$ cat src/design/scs_pkg.sv
// Shared constants, types and decode helpers of the system clock select block
package scs_pkg;

   // =====================================================================
   // Register map (index = word number, byte address = index * 4)
   // =====================================================================
   localparam int           ADDR_W       = 12;       // APB address bits decoded
   localparam logic [9:0]   CRYSTAL_IDX  = 10'h00a;  // Crystal oscillator control
   localparam logic [9:0]   CLKMODE_IDX  = 10'h00b;  // Clock mode
   localparam logic [9:0]   STATUS_IDX   = 10'h00c;  // Switch status, read only
   localparam logic [11:0]  CRYSTAL_ADDR = {CRYSTAL_IDX, 2'b00};
   localparam logic [11:0]  CLKMODE_ADDR = {CLKMODE_IDX, 2'b00};
   localparam logic [11:0]  STATUS_ADDR  = {STATUS_IDX, 2'b00};

   // =====================================================================
   // Field positions
   // =====================================================================
   localparam int XTAL_EN_BIT   = 7;  // Crystal oscillator enable
   localparam int DRIVE_MSB     = 6;  // Crystal drive field, upper bit
   localparam int DRIVE_LSB     = 5;  // Crystal drive field, lower bit
   localparam int FAST_EN_BIT   = 4;  // Fast RC enable
   localparam int SLOW_EN_BIT   = 2;  // Slow RC enable
   localparam int WDT_EN_BIT    = 1;  // Watchdog enable

   // Drive codes
   localparam logic [1:0] DRIVE_LOW  = 2'h1;
   localparam logic [1:0] DRIVE_MID  = 2'h2;
   localparam logic [1:0] DRIVE_HIGH = 2'h3;

   // =====================================================================
   // Reset values
   // =====================================================================
   localparam logic [7:0] CLKMODE_DIV16  = 8'h1c;  // Fast RC / 16
   localparam logic [7:0] CLKMODE_DIV32  = 8'h7c;  // Fast RC / 32
   localparam logic [7:0] CLKMODE_SLOW   = 8'he4;  // Slow RC, fast RC off
   localparam logic [7:0] BOOT_SLOW      = 8'he6;  // Uncalibrated, slow RC, watchdog on
   localparam logic [7:0] BOOT_FAST64    = 8'h5e;  // Uncalibrated, fast RC / 64
   localparam logic [7:0] CRYSTAL_RESET  = 8'h00;  // Crystal off

   // =====================================================================
   // Source/divider codes taken from clock mode bits {7:5,3}
   // =====================================================================
   localparam logic [3:0] SEL_FAST_DIV2  = 4'h2;
   localparam logic [3:0] SEL_FAST_DIV4  = 4'h0;
   localparam logic [3:0] SEL_FAST_DIV8  = 4'h3;
   localparam logic [3:0] SEL_FAST_DIV16 = 4'h1;
   localparam logic [3:0] SEL_FAST_DIV32 = 4'h7;
   localparam logic [3:0] SEL_FAST_DIV64 = 4'h5;
   localparam logic [3:0] SEL_SLOW       = 4'he;
   localparam logic [3:0] SEL_XTAL       = 4'ha;

   // =====================================================================
   // Types
   // =====================================================================
   typedef enum logic [1:0] {
      CAL_DIV16 = 2'h0,  // Calibrated, fast RC / 16
      CAL_DIV32 = 2'h1,  // Calibrated, fast RC / 32
      CAL_SLOW  = 2'h2,  // Calibrated, slow RC
      CAL_OFF   = 2'h3   // Not calibrated
   } scs_cal_t;

   typedef enum logic [2:0] {
      SRC_FAST = 3'b001,
      SRC_SLOW = 3'b010,
      SRC_XTAL = 3'b100
   } scs_src_t;

   typedef enum logic [1:0] {
      FSM_RUN  = 2'b01,  // Ticking from the active source
      FSM_WAIT = 2'b10   // Waiting for an edge of the new source
   } scs_fsm_t;

   typedef struct packed {
      scs_src_t   src;       // Selected source
      logic [2:0] div_log2;  // Division as a power of two
   } scs_sel_t;

   typedef struct packed {
      logic [ADDR_W-1:0] paddr;
      logic              psel;
      logic              penable;
      logic              pwrite;
      logic [31:0]       pwdata;
   } scs_apb_req_t;

   typedef struct packed {
      logic [31:0] prdata;
      logic        pready;
      logic        pslverr;
   } scs_apb_rsp_t;

   typedef struct packed {
      logic       fast_rc_en;
      logic       slow_rc_en;
      logic       crystal_en;
      logic [1:0] crystal_drive;
      logic       watchdog_en;
   } scs_osc_ctrl_t;

   // Clock mode byte to source and divider
   function automatic scs_sel_t decode_mode(input logic [7:0] m);
      scs_sel_t s;
      s = '{src: SRC_SLOW, div_log2: 3'h0};
      case ({m[7:5], m[3]})
         SEL_FAST_DIV2:  s = '{src: SRC_FAST, div_log2: 3'h1};
         SEL_FAST_DIV4:  s = '{src: SRC_FAST, div_log2: 3'h2};
         SEL_FAST_DIV8:  s = '{src: SRC_FAST, div_log2: 3'h3};
         SEL_FAST_DIV16: s = '{src: SRC_FAST, div_log2: 3'h4};
         SEL_FAST_DIV32: s = '{src: SRC_FAST, div_log2: 3'h5};
         SEL_FAST_DIV64: s = '{src: SRC_FAST, div_log2: 3'h6};
         SEL_XTAL:       s = '{src: SRC_XTAL, div_log2: 3'h0};
         default:        s = '{src: SRC_SLOW, div_log2: 3'h0};
      endcase
      return s;
   endfunction

   // Boot value of the clock mode register for a build option
   function automatic logic [7:0] boot_mode(input scs_cal_t cal, input logic fast64);
      logic [7:0] v;
      v = fast64 ? BOOT_FAST64 : BOOT_SLOW;
      case (cal)
         CAL_DIV16: v = CLKMODE_DIV16;
         CAL_DIV32: v = CLKMODE_DIV32;
         CAL_SLOW:  v = CLKMODE_SLOW;
         default:   v = fast64 ? BOOT_FAST64 : BOOT_SLOW;
      endcase
      return v;
   endfunction

endpackage

$ cat src/design/scs_sync.sv
// Two-flop synchroniser for oscillator levels entering the system clock
`timescale 1ns/10ps
module scs_sync #(
   parameter int W = 3  // Number of levels
) (
   input  wire logic         clk_sys_i,
   input  wire logic         reset_n_i,
   input  wire logic [W-1:0] async_i,
   output logic      [W-1:0] sync_o
);
   import scs_pkg::*;

   // =====================================================================
   // State
   // =====================================================================
   typedef struct packed {
      logic [W-1:0] meta;  // First stage, read only by the second
      logic [W-1:0] hold;  // Second stage
   } scs_sync_st_t;

   scs_sync_st_t st;
   scs_sync_st_t next_st;

   // Shift one stage per cycle
   always_comb begin
      next_st      = st;
      next_st.meta = async_i;
      next_st.hold = st.meta;
   end

   // Register state
   always_ff @(posedge clk_sys_i or negedge reset_n_i) begin
      if (!reset_n_i) begin
         st <= '0;
      end else begin
         st <= next_st;
      end
   end

   assign sync_o = st.hold;
endmodule

$ cat src/design/scs_edge_div.sv
// Power-of-two divider of source edges into system clock enable ticks
`timescale 1ns/10ps
module scs_edge_div (
   input  wire logic       clk_sys_i,
   input  wire logic       reset_n_i,
   input  wire logic       edge_i,      // Rising edge of the active source
   input  wire logic       restart_i,   // Clear the count on a switch
   input  wire logic [2:0] div_log2_i,  // Division as power of two
   output logic            tick_o       // One-cycle system clock enable
);
   import scs_pkg::*;

   // =====================================================================
   // State
   // =====================================================================
   typedef struct packed {
      logic [5:0] cnt;   // Edges seen since last tick
      logic       tick;  // Registered tick
   } scs_div_st_t;

   scs_div_st_t st;
   scs_div_st_t next_st;
   logic [5:0]  limit;  // Last count before a tick

   // Count edges, tick at the limit
   always_comb begin
      next_st      = st;
      next_st.tick = 1'b0;
      limit        = 6'((7'h01 << div_log2_i) - 7'h01);
      if (restart_i) begin
         next_st.cnt = 6'h00;
      end else if (edge_i) begin
         if (st.cnt >= limit) begin
            next_st.cnt  = 6'h00;
            next_st.tick = 1'b1;
         end else begin
            next_st.cnt = st.cnt + 6'h01;
         end
      end
   end

   // Register state
   always_ff @(posedge clk_sys_i or negedge reset_n_i) begin
      if (!reset_n_i) begin
         st <= '0;
      end else begin
         st <= next_st;
      end
   end

   assign tick_o = st.tick;
endmodule

$ cat src/design/scs_clock_ctrl.sv
// System clock source select, oscillator enables and APB register slave
`timescale 1ns/10ps
module scs_clock_ctrl #(
   parameter scs_pkg::scs_cal_t CAL_OPT     = scs_pkg::CAL_DIV16,  // Build option
   parameter logic              BOOT_FAST64 = 1'b0  // Uncalibrated boot on fast RC / 64
) (
   input  wire logic                 clk_sys_i,
   input  wire logic                 reset_n_i,
   input  wire scs_pkg::scs_apb_req_t apb_req_i,       // APB request
   output scs_pkg::scs_apb_rsp_t      apb_rsp_o,       // APB answer
   input  wire logic                 fast_rc_clk_i,   // Fast RC oscillator output
   input  wire logic                 slow_rc_clk_i,   // Slow RC oscillator output
   input  wire logic                 crystal_pin_in_i, // Shaped crystal oscillator output
   output scs_pkg::scs_osc_ctrl_t     osc_ctrl_o,      // Oscillator enables and drive
   output logic                      sys_clk_en_o,    // System clock enable tick
   output scs_pkg::scs_src_t          active_src_o     // Source now clocking the system
);
   import scs_pkg::*;

   // =====================================================================
   // Constants
   // =====================================================================
   localparam logic [7:0] BOOT_MODE = boot_mode(CAL_OPT, BOOT_FAST64);  // Reset mode
   localparam logic [1:0] DEC_NONE  = 2'h0;  // Unmapped address
   localparam logic [1:0] DEC_XTAL  = 2'h1;  // Crystal control
   localparam logic [1:0] DEC_MODE  = 2'h2;  // Clock mode
   localparam logic [1:0] DEC_STAT  = 2'h3;  // Status

   // Address decode, shared by read and write paths
   function automatic logic [1:0] addr_dec(input logic [ADDR_W-1:0] a);
      logic [1:0] d;
      d = DEC_NONE;
      if (a == CRYSTAL_ADDR) begin
         d = DEC_XTAL;
      end else if (a == CLKMODE_ADDR) begin
         d = DEC_MODE;
      end else if (a == STATUS_ADDR) begin
         d = DEC_STAT;
      end else begin
         d = DEC_NONE;
      end
      return d;
   endfunction

   // =====================================================================
   // State
   // =====================================================================
   typedef struct packed {
      logic [7:0]  mode;     // Clock mode register
      logic [7:0]  xtal;     // Crystal control register
      scs_fsm_t    fsm;      // Switch sequencer
      scs_sel_t    act;      // Source and divider in use
      logic [2:0]  prev;     // Previous synced oscillator levels
      logic        restart;  // Divider restart pulse
      logic        wrote;    // Mode written since reset
      logic [31:0] prdata;   // Read data, captured in setup
      logic        pslverr;  // Error, captured in setup
   } scs_st_t;

   scs_st_t     st;
   scs_st_t     next_st;
   logic [2:0]  osc_sync;   // Synced oscillator levels {xtal, slow, fast}
   logic [2:0]  osc_rise;   // Rising edges of each oscillator
   logic        src_edge;   // Edge of the active source
   logic        new_edge;   // Edge of the pending source
   logic        div_tick;   // Divider output
   logic        setup;      // APB setup cycle
   logic        wr_acc;     // APB write access
   logic [1:0]  dec;        // Decoded address
   scs_sel_t    want;       // Selection from the mode register

   // =====================================================================
   // Oscillator crossing and edge detection
   // =====================================================================
   scs_sync #(
      .W (3)
   ) u_sync (
      .clk_sys_i (clk_sys_i),
      .reset_n_i (reset_n_i),
      .async_i   ({crystal_pin_in_i, slow_rc_clk_i, fast_rc_clk_i}),
      .sync_o    (osc_sync)
   );

   // Per-source edges and selection
   always_comb begin
      osc_rise = osc_sync & ~st.prev;
      want     = decode_mode(st.mode);
      src_edge = |(osc_rise & st.act.src);
      new_edge = |(osc_rise & want.src);
   end

   // Divider gated while a switch waits, so no runt tick appears
   scs_edge_div u_div (
      .clk_sys_i  (clk_sys_i),
      .reset_n_i  (reset_n_i),
      .edge_i     (src_edge && (st.fsm == FSM_RUN)),
      .restart_i  (st.restart),
      .div_log2_i (st.act.div_log2),
      .tick_o     (div_tick)
   );

   // =====================================================================
   // APB slave and switch sequencer
   // =====================================================================
   always_comb begin
      setup   = apb_req_i.psel && !apb_req_i.penable;
      wr_acc  = apb_req_i.psel && apb_req_i.penable && apb_req_i.pwrite;
      dec     = addr_dec(apb_req_i.paddr);
      next_st = st;
      next_st.prev    = osc_sync;
      next_st.restart = 1'b0;
      // Capture read data and error in setup, answered with no wait
      if (setup) begin
         next_st.pslverr = (dec == DEC_NONE) || (apb_req_i.pwrite && dec == DEC_STAT);
         if (dec == DEC_XTAL) begin
            next_st.prdata = {24'h000000, st.xtal};
         end else if (dec == DEC_MODE) begin
            next_st.prdata = {24'h000000, st.mode};
         end else if (dec == DEC_STAT) begin
            next_st.prdata = {26'h0000000, st.fsm == FSM_WAIT, st.act.src,
                              st.act.div_log2[1:0] == 2'h0 && st.act.div_log2[2] == 1'b0};
         end else begin
            next_st.prdata = 32'h00000000;
         end
      end
      // Switch sequencer
      case (st.fsm)
         FSM_RUN: begin
            next_st.fsm = FSM_RUN;
         end
         FSM_WAIT: begin
            // Take over at a full edge of the new source
            if (new_edge) begin
               next_st.act     = want;
               next_st.restart = 1'b1;
               next_st.fsm     = FSM_RUN;
            end
         end
         default: begin
            next_st.fsm = FSM_RUN;
         end
      endcase
      // Register writes, accepted at any time
      if (wr_acc && dec == DEC_XTAL) begin
         next_st.xtal = apb_req_i.pwdata[7:0];
      end else if (wr_acc && dec == DEC_MODE) begin
         next_st.mode  = apb_req_i.pwdata[7:0];
         next_st.wrote = 1'b1;
         next_st.fsm   = FSM_WAIT;
      end
   end

   // Register state, boot value set by the build option
   always_ff @(posedge clk_sys_i or negedge reset_n_i) begin
      if (!reset_n_i) begin
         st         <= '0;
         st.mode    <= BOOT_MODE;
         st.xtal    <= CRYSTAL_RESET;
         st.fsm     <= FSM_RUN;
         st.act     <= decode_mode(BOOT_MODE);
      end else begin
         st <= next_st;
      end
   end

   // =====================================================================
   // Outputs
   // =====================================================================
   assign apb_rsp_o.prdata  = st.prdata;
   assign apb_rsp_o.pready  = 1'b1;
   assign apb_rsp_o.pslverr = st.pslverr;
   assign osc_ctrl_o.fast_rc_en    = st.mode[FAST_EN_BIT];
   assign osc_ctrl_o.slow_rc_en    = st.mode[SLOW_EN_BIT];
   assign osc_ctrl_o.watchdog_en   = st.mode[WDT_EN_BIT];
   assign osc_ctrl_o.crystal_en    = st.xtal[XTAL_EN_BIT];
   assign osc_ctrl_o.crystal_drive = st.xtal[DRIVE_MSB:DRIVE_LSB];
   assign sys_clk_en_o = div_tick;
   assign active_src_o = st.act.src;
endmodule

$ cat config.mk
export PLATFORM = sky130hd
export DESIGN_NAME = scs_clock_ctrl
export DESIGN_NICKNAME = d
export VERILOG_FILES = /design/src/design/scs_pkg.sv /design/src/design/scs_sync.sv /design/src/design/scs_edge_div.sv /design/src/design/scs_clock_ctrl.sv
export SDC_FILE = /design/constraint.sdc
export NUM_CORES = 1
export LEC_CHECK = 0
export BUFFER_PORTS_ARGS = -buffer_cell sky130_fd_sc_hd__buf_4
export CORE_MARGIN = 5
export CORE_UTILIZATION = 33
export DETAILED_ROUTE_END_ITERATION = 8
export SLEW_MARGIN = 40
export SYNTH_ARGS = -nofsm -noshare
export SYNTH_HDL_FRONTEND = slang
export SYNTH_SLANG_ARGS = --single-unit
$ cat constraint.sdc
create_clock -name clk_sys_i -period 2.7 [get_ports clk_sys_i]
set_input_delay 0.675 -clock clk_sys_i [delete_from_list [all_inputs] [get_ports clk_sys_i]]
set_output_delay 0.675 -clock clk_sys_i [all_outputs]
set_load 0.02 [all_outputs]
# Word-level counts from Yosys, hierarchy flattened
# Index checks and enable logic that the tools add are counted.
# word_totals
ram_bits	0
latch_bits	0
n_memories	0
register_bits	74
rom_bits	0
elab_cells	73
# op_classes
magnitude_cmp	1
n_bitwise	6
shifts	1
reduce_logical	18
addsub	2
muxes	18
n_mul	0
n_div	0
eq_ne	14
# op_table
op	count
$pmux 6 s7	1
$eq 12x6->1 const B	3
$mux 8	3
$mux 2	6
$mux 6	2
$and 3x3->3	3
$eq 4x2->1 const B	2
$eq 4x3->1 const B	2
$logic_and 1x1->1	8
$mux 7	1
$add 6x1->6 const B	1
$eq 2x2->1 const B	3
$ge 6x6->1	1
$reduce_or 3->1	2
$shl 1x3->6 const A	1
$sub 6x1->6 const B	1
$mux 5	1
$eq 2x1->1 const B	2
$eq 4x1->1 const B	1
$eq 4x4->1 const B	1
$logic_not 2->1	2
$logic_not 4->1	1
$mux 1	4
$reduce_and 2->1	2
other kinds (5)	6

# Logic depth before layout (Yosys ltp)
# logic_depth
depth_word	8
mapped_depth	7
depth_no_buf	7

# Cells and area by module
# From an unflattened synthesis, not the netlist that was laid out.
# hier_totals
hier_cells	263
hier_area_um2	2738.9
# modules_own_cells
mod	instances	cells_per_inst	area_per_inst_um2
scs_clock_ctrl	1	201	2075.7
scs_edge_div	1	56	513.0
scs_sync	1	6	150.1

# Worst setup path after synthesis
# Ideal clock, no wire load.
# synth_path
path_type	register -> register
start	register st[40] in the netlist's numbering
end	register u_div.st[4] in the netlist's numbering
required_time_ps	2568
setup_ps	132
arrival_time_ps	1937
period_less_slack_ps	2070
path_stages_with_launch	8
path_slack_ps	630
path_cell_list	dfstp_2 nor2_1 ha_1 or4b_2 a21oi_1 nor2_1 nand3_1 a31oi_1
# synth_between
elab_chain_cells	6
# synth_lines
element	line	text
from (decl)	scs_clock_ctrl.sv:60	scs_st_t st;
from (signal assigned)	scs_clock_ctrl.sv:162	st <= next_st;
$shl 1x3->6	scs_edge_div.sv:29	limit = 6'((7'h01 << div_log2_i) - 7'h01);
$sub 6x1->6	scs_edge_div.sv:29	
$ge 6x6->1	scs_edge_div.sv:33	if (st.cnt >= limit) begin
$mux 6	scs_edge_div.sv:33	
$mux 7	scs_edge_div.sv:32	end else if (edge_i) begin
$mux 6	scs_edge_div.sv:30	if (restart_i) begin
to (signal assigned)	scs_edge_div.sv:47	st <= next_st;
to (decl)	scs_edge_div.sv:21	scs_div_st_t st;
# Every way passes these cells. The select of a mux whose other input is x is not followed.
# A chain may end at the register's enable or synchronous reset.

# Worst setup path after layout
# Ends and elaborated chain as after synthesis.

==> summary.json <==
{
  "timing": {
    "share_of_the_clock_period_used_by_the_worst_path_after_layout": 0.840,
    "skew_ps": 6.75,
    "slew_headroom": 0.472,
    "post-route-min-period_ps": 2270,
    "final.setup.tns_ps": 0,
    "worst-slew-pin-transition_ps": 791,
    "setup_ws_ps": 432,
    "maxSlewViolCount": 0,
    "fmaxAchievable_mhz": 441,
    "holdWs_ps": 352,
    "setup_viols_final": 0,
    "rsz0062_at_grt": "no",
    "timing_hold_violations_final": 0
  },
  "critical_path": {
    "crit_path_most_repeated_cell": "sky130_fd_sc_hd__nor2_1",
    "cp_max_fo": 10,
    "cp.required_ps": 2880,
    "worstPathArrival_ps": 2450,
    "critPathLaunchType": "flop",
    "crit_path_cell_trace": "nor2_1 > ha_1 > or4b_2 > a21oi_1 > nor2_1 > nand3_1 > a31oi_1",
    "r2r.worst_path.cells": 7,
    "timing.setup.critical_path_class": "reg2reg",
    "slowest_stage": "sky130_fd_sc_hd__dfstp_2",
    "worstSetupEndpointType": "flop",
    "setup.reg_to_reg.worst_slack_ps": 430,
    "cpPeakStageDelay_ps": 600,
    "worstReg2RegStart": "st[40]",
    "critical_path.reg2reg.endpoint": "u_div.st[4]"
  },
  "status": {
    "run_status": "complete, no violations"
  },
  "synthesis": {
    "post-synth-top-area-fraction": 0.414,
    "syn_inst": 252,
    "post_synth.cell_area_avg_um2": 10.6,
    "synth_edf_count": 0,
    "synth-seq-area-share": 0.473,
    "syn_area_um2": 2660,
    "netlist.top_cell.by_area": "sky130_fd_sc_hd__dfrtp_1",
    "synth_cell_type_count": 46,
    "yosysWarnings": 0,
    "postSynth.asyncResetShare": 1.00,
    "synth.ff_latch_count": 50,
    "ys_top_cells_by_area": "sky130_fd_sc_hd__dfrtp_1 (41%), sky130_fd_sc_hd__buf_4 (12%), sky130_fd_sc_hd__mux2_2 (6.8%)",
    "ys.flop_type": "sky130_fd_sc_hd__dfrtp_1"
  },
  "drt": {
    "m1WireLength_um": 2350,
    "top_routing_layer_in_use": "met4",
    "wl_um": 5260,
    "dr_wl_met3_um": 425,
    "drcViolationCount": 0,
    "antenna_violating_nets_post_route": 0,
    "post_drt_wl_per_cell_um": 13.6,
    "drt_pre_antenna_iters": 4,
    "detailed_route_wirelength_on_metal2_um": 2480,
    "routed_via_density": 4.77,
    "detailroute.via_count": 1841,
    "drtIter0Drc": 113
  },
  "placed_design": {
    "placement.io_buffers": 46,
    "placed_cells": 378,
    "final_hpwl_from_detailed_placement_um": 4010,
    "post-place-ws_ps": 385,
    "gpl.final_weighted_congestion": 0.768
  },
  "pwr": {
    "ir_worst_vdd_mv": 0.266,
    "pwr-share-comb": 0.065,
    "clock_power_share": 0.427,
    "power.density_nw_per_um2": 491,
    "power.share.sequential": 0.508,
    "cell_internal_pwr_w": 0.00118,
    "power_switching_share": 0.208,
    "static-leakage-power_nw": 1.42,
    "net-switching-power_w": 0.000310
  },
  "finish": {
    "finish.cell_count_without_fillers": 386,
    "area_delta_synth_final_pct": 14.2,
    "layout_commonest_cell": "sky130_fd_sc_hd__buf_4",
    "antenna_cells": 0,
    "number_of_nets_at_the_end_of_the_flow": 341,
    "layout-drive-gt1-share": 0.327,
    "layout.filler_cells": 781,
    "fin_util": 0.389,
    "mostFrequentLayoutCells": "sky130_fd_sc_hd__buf_4 (50), sky130_fd_sc_hd__dfrtp_1 (44), sky130_fd_sc_hd__conb_1 (25), sky130_fd_sc_hd__nand2_1 (20), sky130_fd_sc_hd__mux2_2 (16)"
  },
  "clock_tree": {
    "clock_insertion_delay_worst_skew_ps": 300,
    "clock_net_sink_count": 50,
    "path_clk_slew_ps": 90,
    "cts_hold_buf": 0,
    "post_cts.repair.setup_buffers": 0,
    "clk_root_buffer_cell": "sky130_fd_sc_hd__clkbuf_8",
    "tritoncts": "built",
    "clockBufferDepth": 2,
    "cts_repair_resize_count": 0,
    "cts-htree-levels": 2,
    "clock_buffer_count_from_cts": 5
  },
  "job": {
    "max_cap_violations": 0
  },
  "global_routing": {
    "global_route.overflow_total": 0,
    "number_of_global_route_vias_before_repair": 1898,
    "pin_count_of_the_biggest_net_entering_global_routing": 51,
    "antenna_violations_before_repair": 0,
    "grt_use_total": 0.110,
    "wire_length_of_the_first_global_routing_pass_um": 9110
  },
  "min_path": {
    "hold_wc_path_type": "reg2reg",
    "whs_endpoint": "u_sync.sync_o[2]",
    "holdCritStartpoint": "u_sync.next_st[2]",
    "timing.hold.worst_path_depth": 0
  },
  "die": {
    "core.rowCount": 32,
    "die_w_um": 99.8,
    "initial_utilization": 0.341,
    "floorplan.die_area_um2": 9960,
    "core_um2": 7810,
    "die_height_um": 99.8,
    "num_io_pins": 96
  }
}
Yosys cell counts, types with 7 or more instances:
master and n:
sky130_fd_sc_hd__mux2_2 16, sky130_fd_sc_hd__nand2_1 20, sky130_fd_sc_hd__dfrtp_1 44, sky130_fd_sc_hd__a21oi_1 13
sky130_fd_sc_hd__buf_4 43, sky130_fd_sc_hd__nor3_1 7, sky130_fd_sc_hd__nand3_1 10, sky130_fd_sc_hd__a22oi_1 7
sky130_fd_sc_hd__nor2b_1 9, sky130_fd_sc_hd__o21ai_0 8
cells by family (layout without fill, tap and decap cells):
logic type | Yosys count | in the layout | synth area share
and+or+nand+nor | 71 | 71 | 0.146
buffers and inverters | 57 | 66 | 0.144
DFF | 50 | 50 | 0.473
AOI/OAI and AO/OA | 44 | 44 | 0.106
muxes | 22 | 22 | 0.0997
adders and majority gates | 6 | 6 | 0.0282
other | 2 | 25 | 0.00282
routing by layer:
metal,track usage,vias to the layer above
met1,0.147,896
li1,-,883
met4,0.0221,0
met5,0,-
met3,0.0327,2
met2,0.179,60
power by group through the flow:
stage | combinational, W | clock [W] | sequential (W)
2_1_floorplan | 0.0000713 | 0 | 0.000773
6_report | 0.0000963 | 0.000637 | 0.000759
3_5_place_dp | 0.0000971 | 0 | 0.000774
4_1_cts | 0.0000974 | 0.000662 | 0.000759
3_3_place_gp | 0.0000962 | 0 | 0.000773
5_1_grt | 0.000107 | 0.000699 | 0.000760
registers in the layout (all words and copies together), names as in the netlist:
register        flops
st                 19
apb_rsp_o           9
osc_ctrl_o          6
u_div.st            6
active_src_o        3
u_sync.next_st      3
u_sync.sync_o       3
u_div.tick_o        1
worst max-delay path by stage:
| stage | startpoint | end | depth (start not counted) |
|---|---|---|---|
| floorplan | st[40] | u_div.st[4] | 7 |
| global placement | apb_req_i[46] | osc_ctrl_o[0] | 6 |
| detailed placement | apb_req_i[46] | st[59] | 6 |
| CTS | st[40] | u_div.st[4] | 7 |
| global route | st[40] | u_div.st[1] | 7 |
| finish | st[40] | u_div.st[4] | 7 |
critical path, delay by kind of cell, from the launching register on:
kind                       cells  cell delay (ps)
AOI/OAI and AO/OA              2              290
adders and majority gates      1              290
DFF                            1              600
and+or+nand+nor                4              970
layout make-up:
type / count / area, µm² / area share
Timing Repair Buffer: 50 / 375 / 0.124
Sequential cell: 50 / 1260 / 0.414
Clock buffer: 6 / 82.6 / 0.0272
Clock inverter: 2 / 60.1 / 0.0198
Inverter: 8 / 30.0 / 0.00988
Tap cell: 102 / 128 / 0.0420
Multi-Input combinational cell: 168 / 1100 / 0.364
stage by stage:
stage	instance area (µm²)	power [W]
final	3040	0.00149
after floorplan	2750	0.000844
after detailed placement	2900	0.000871
after global placement	2900	0.000870
after CTS	3040	0.00152
after global routing	3040	0.00157
No activity file was read; power rests on OpenSTA's default activity.
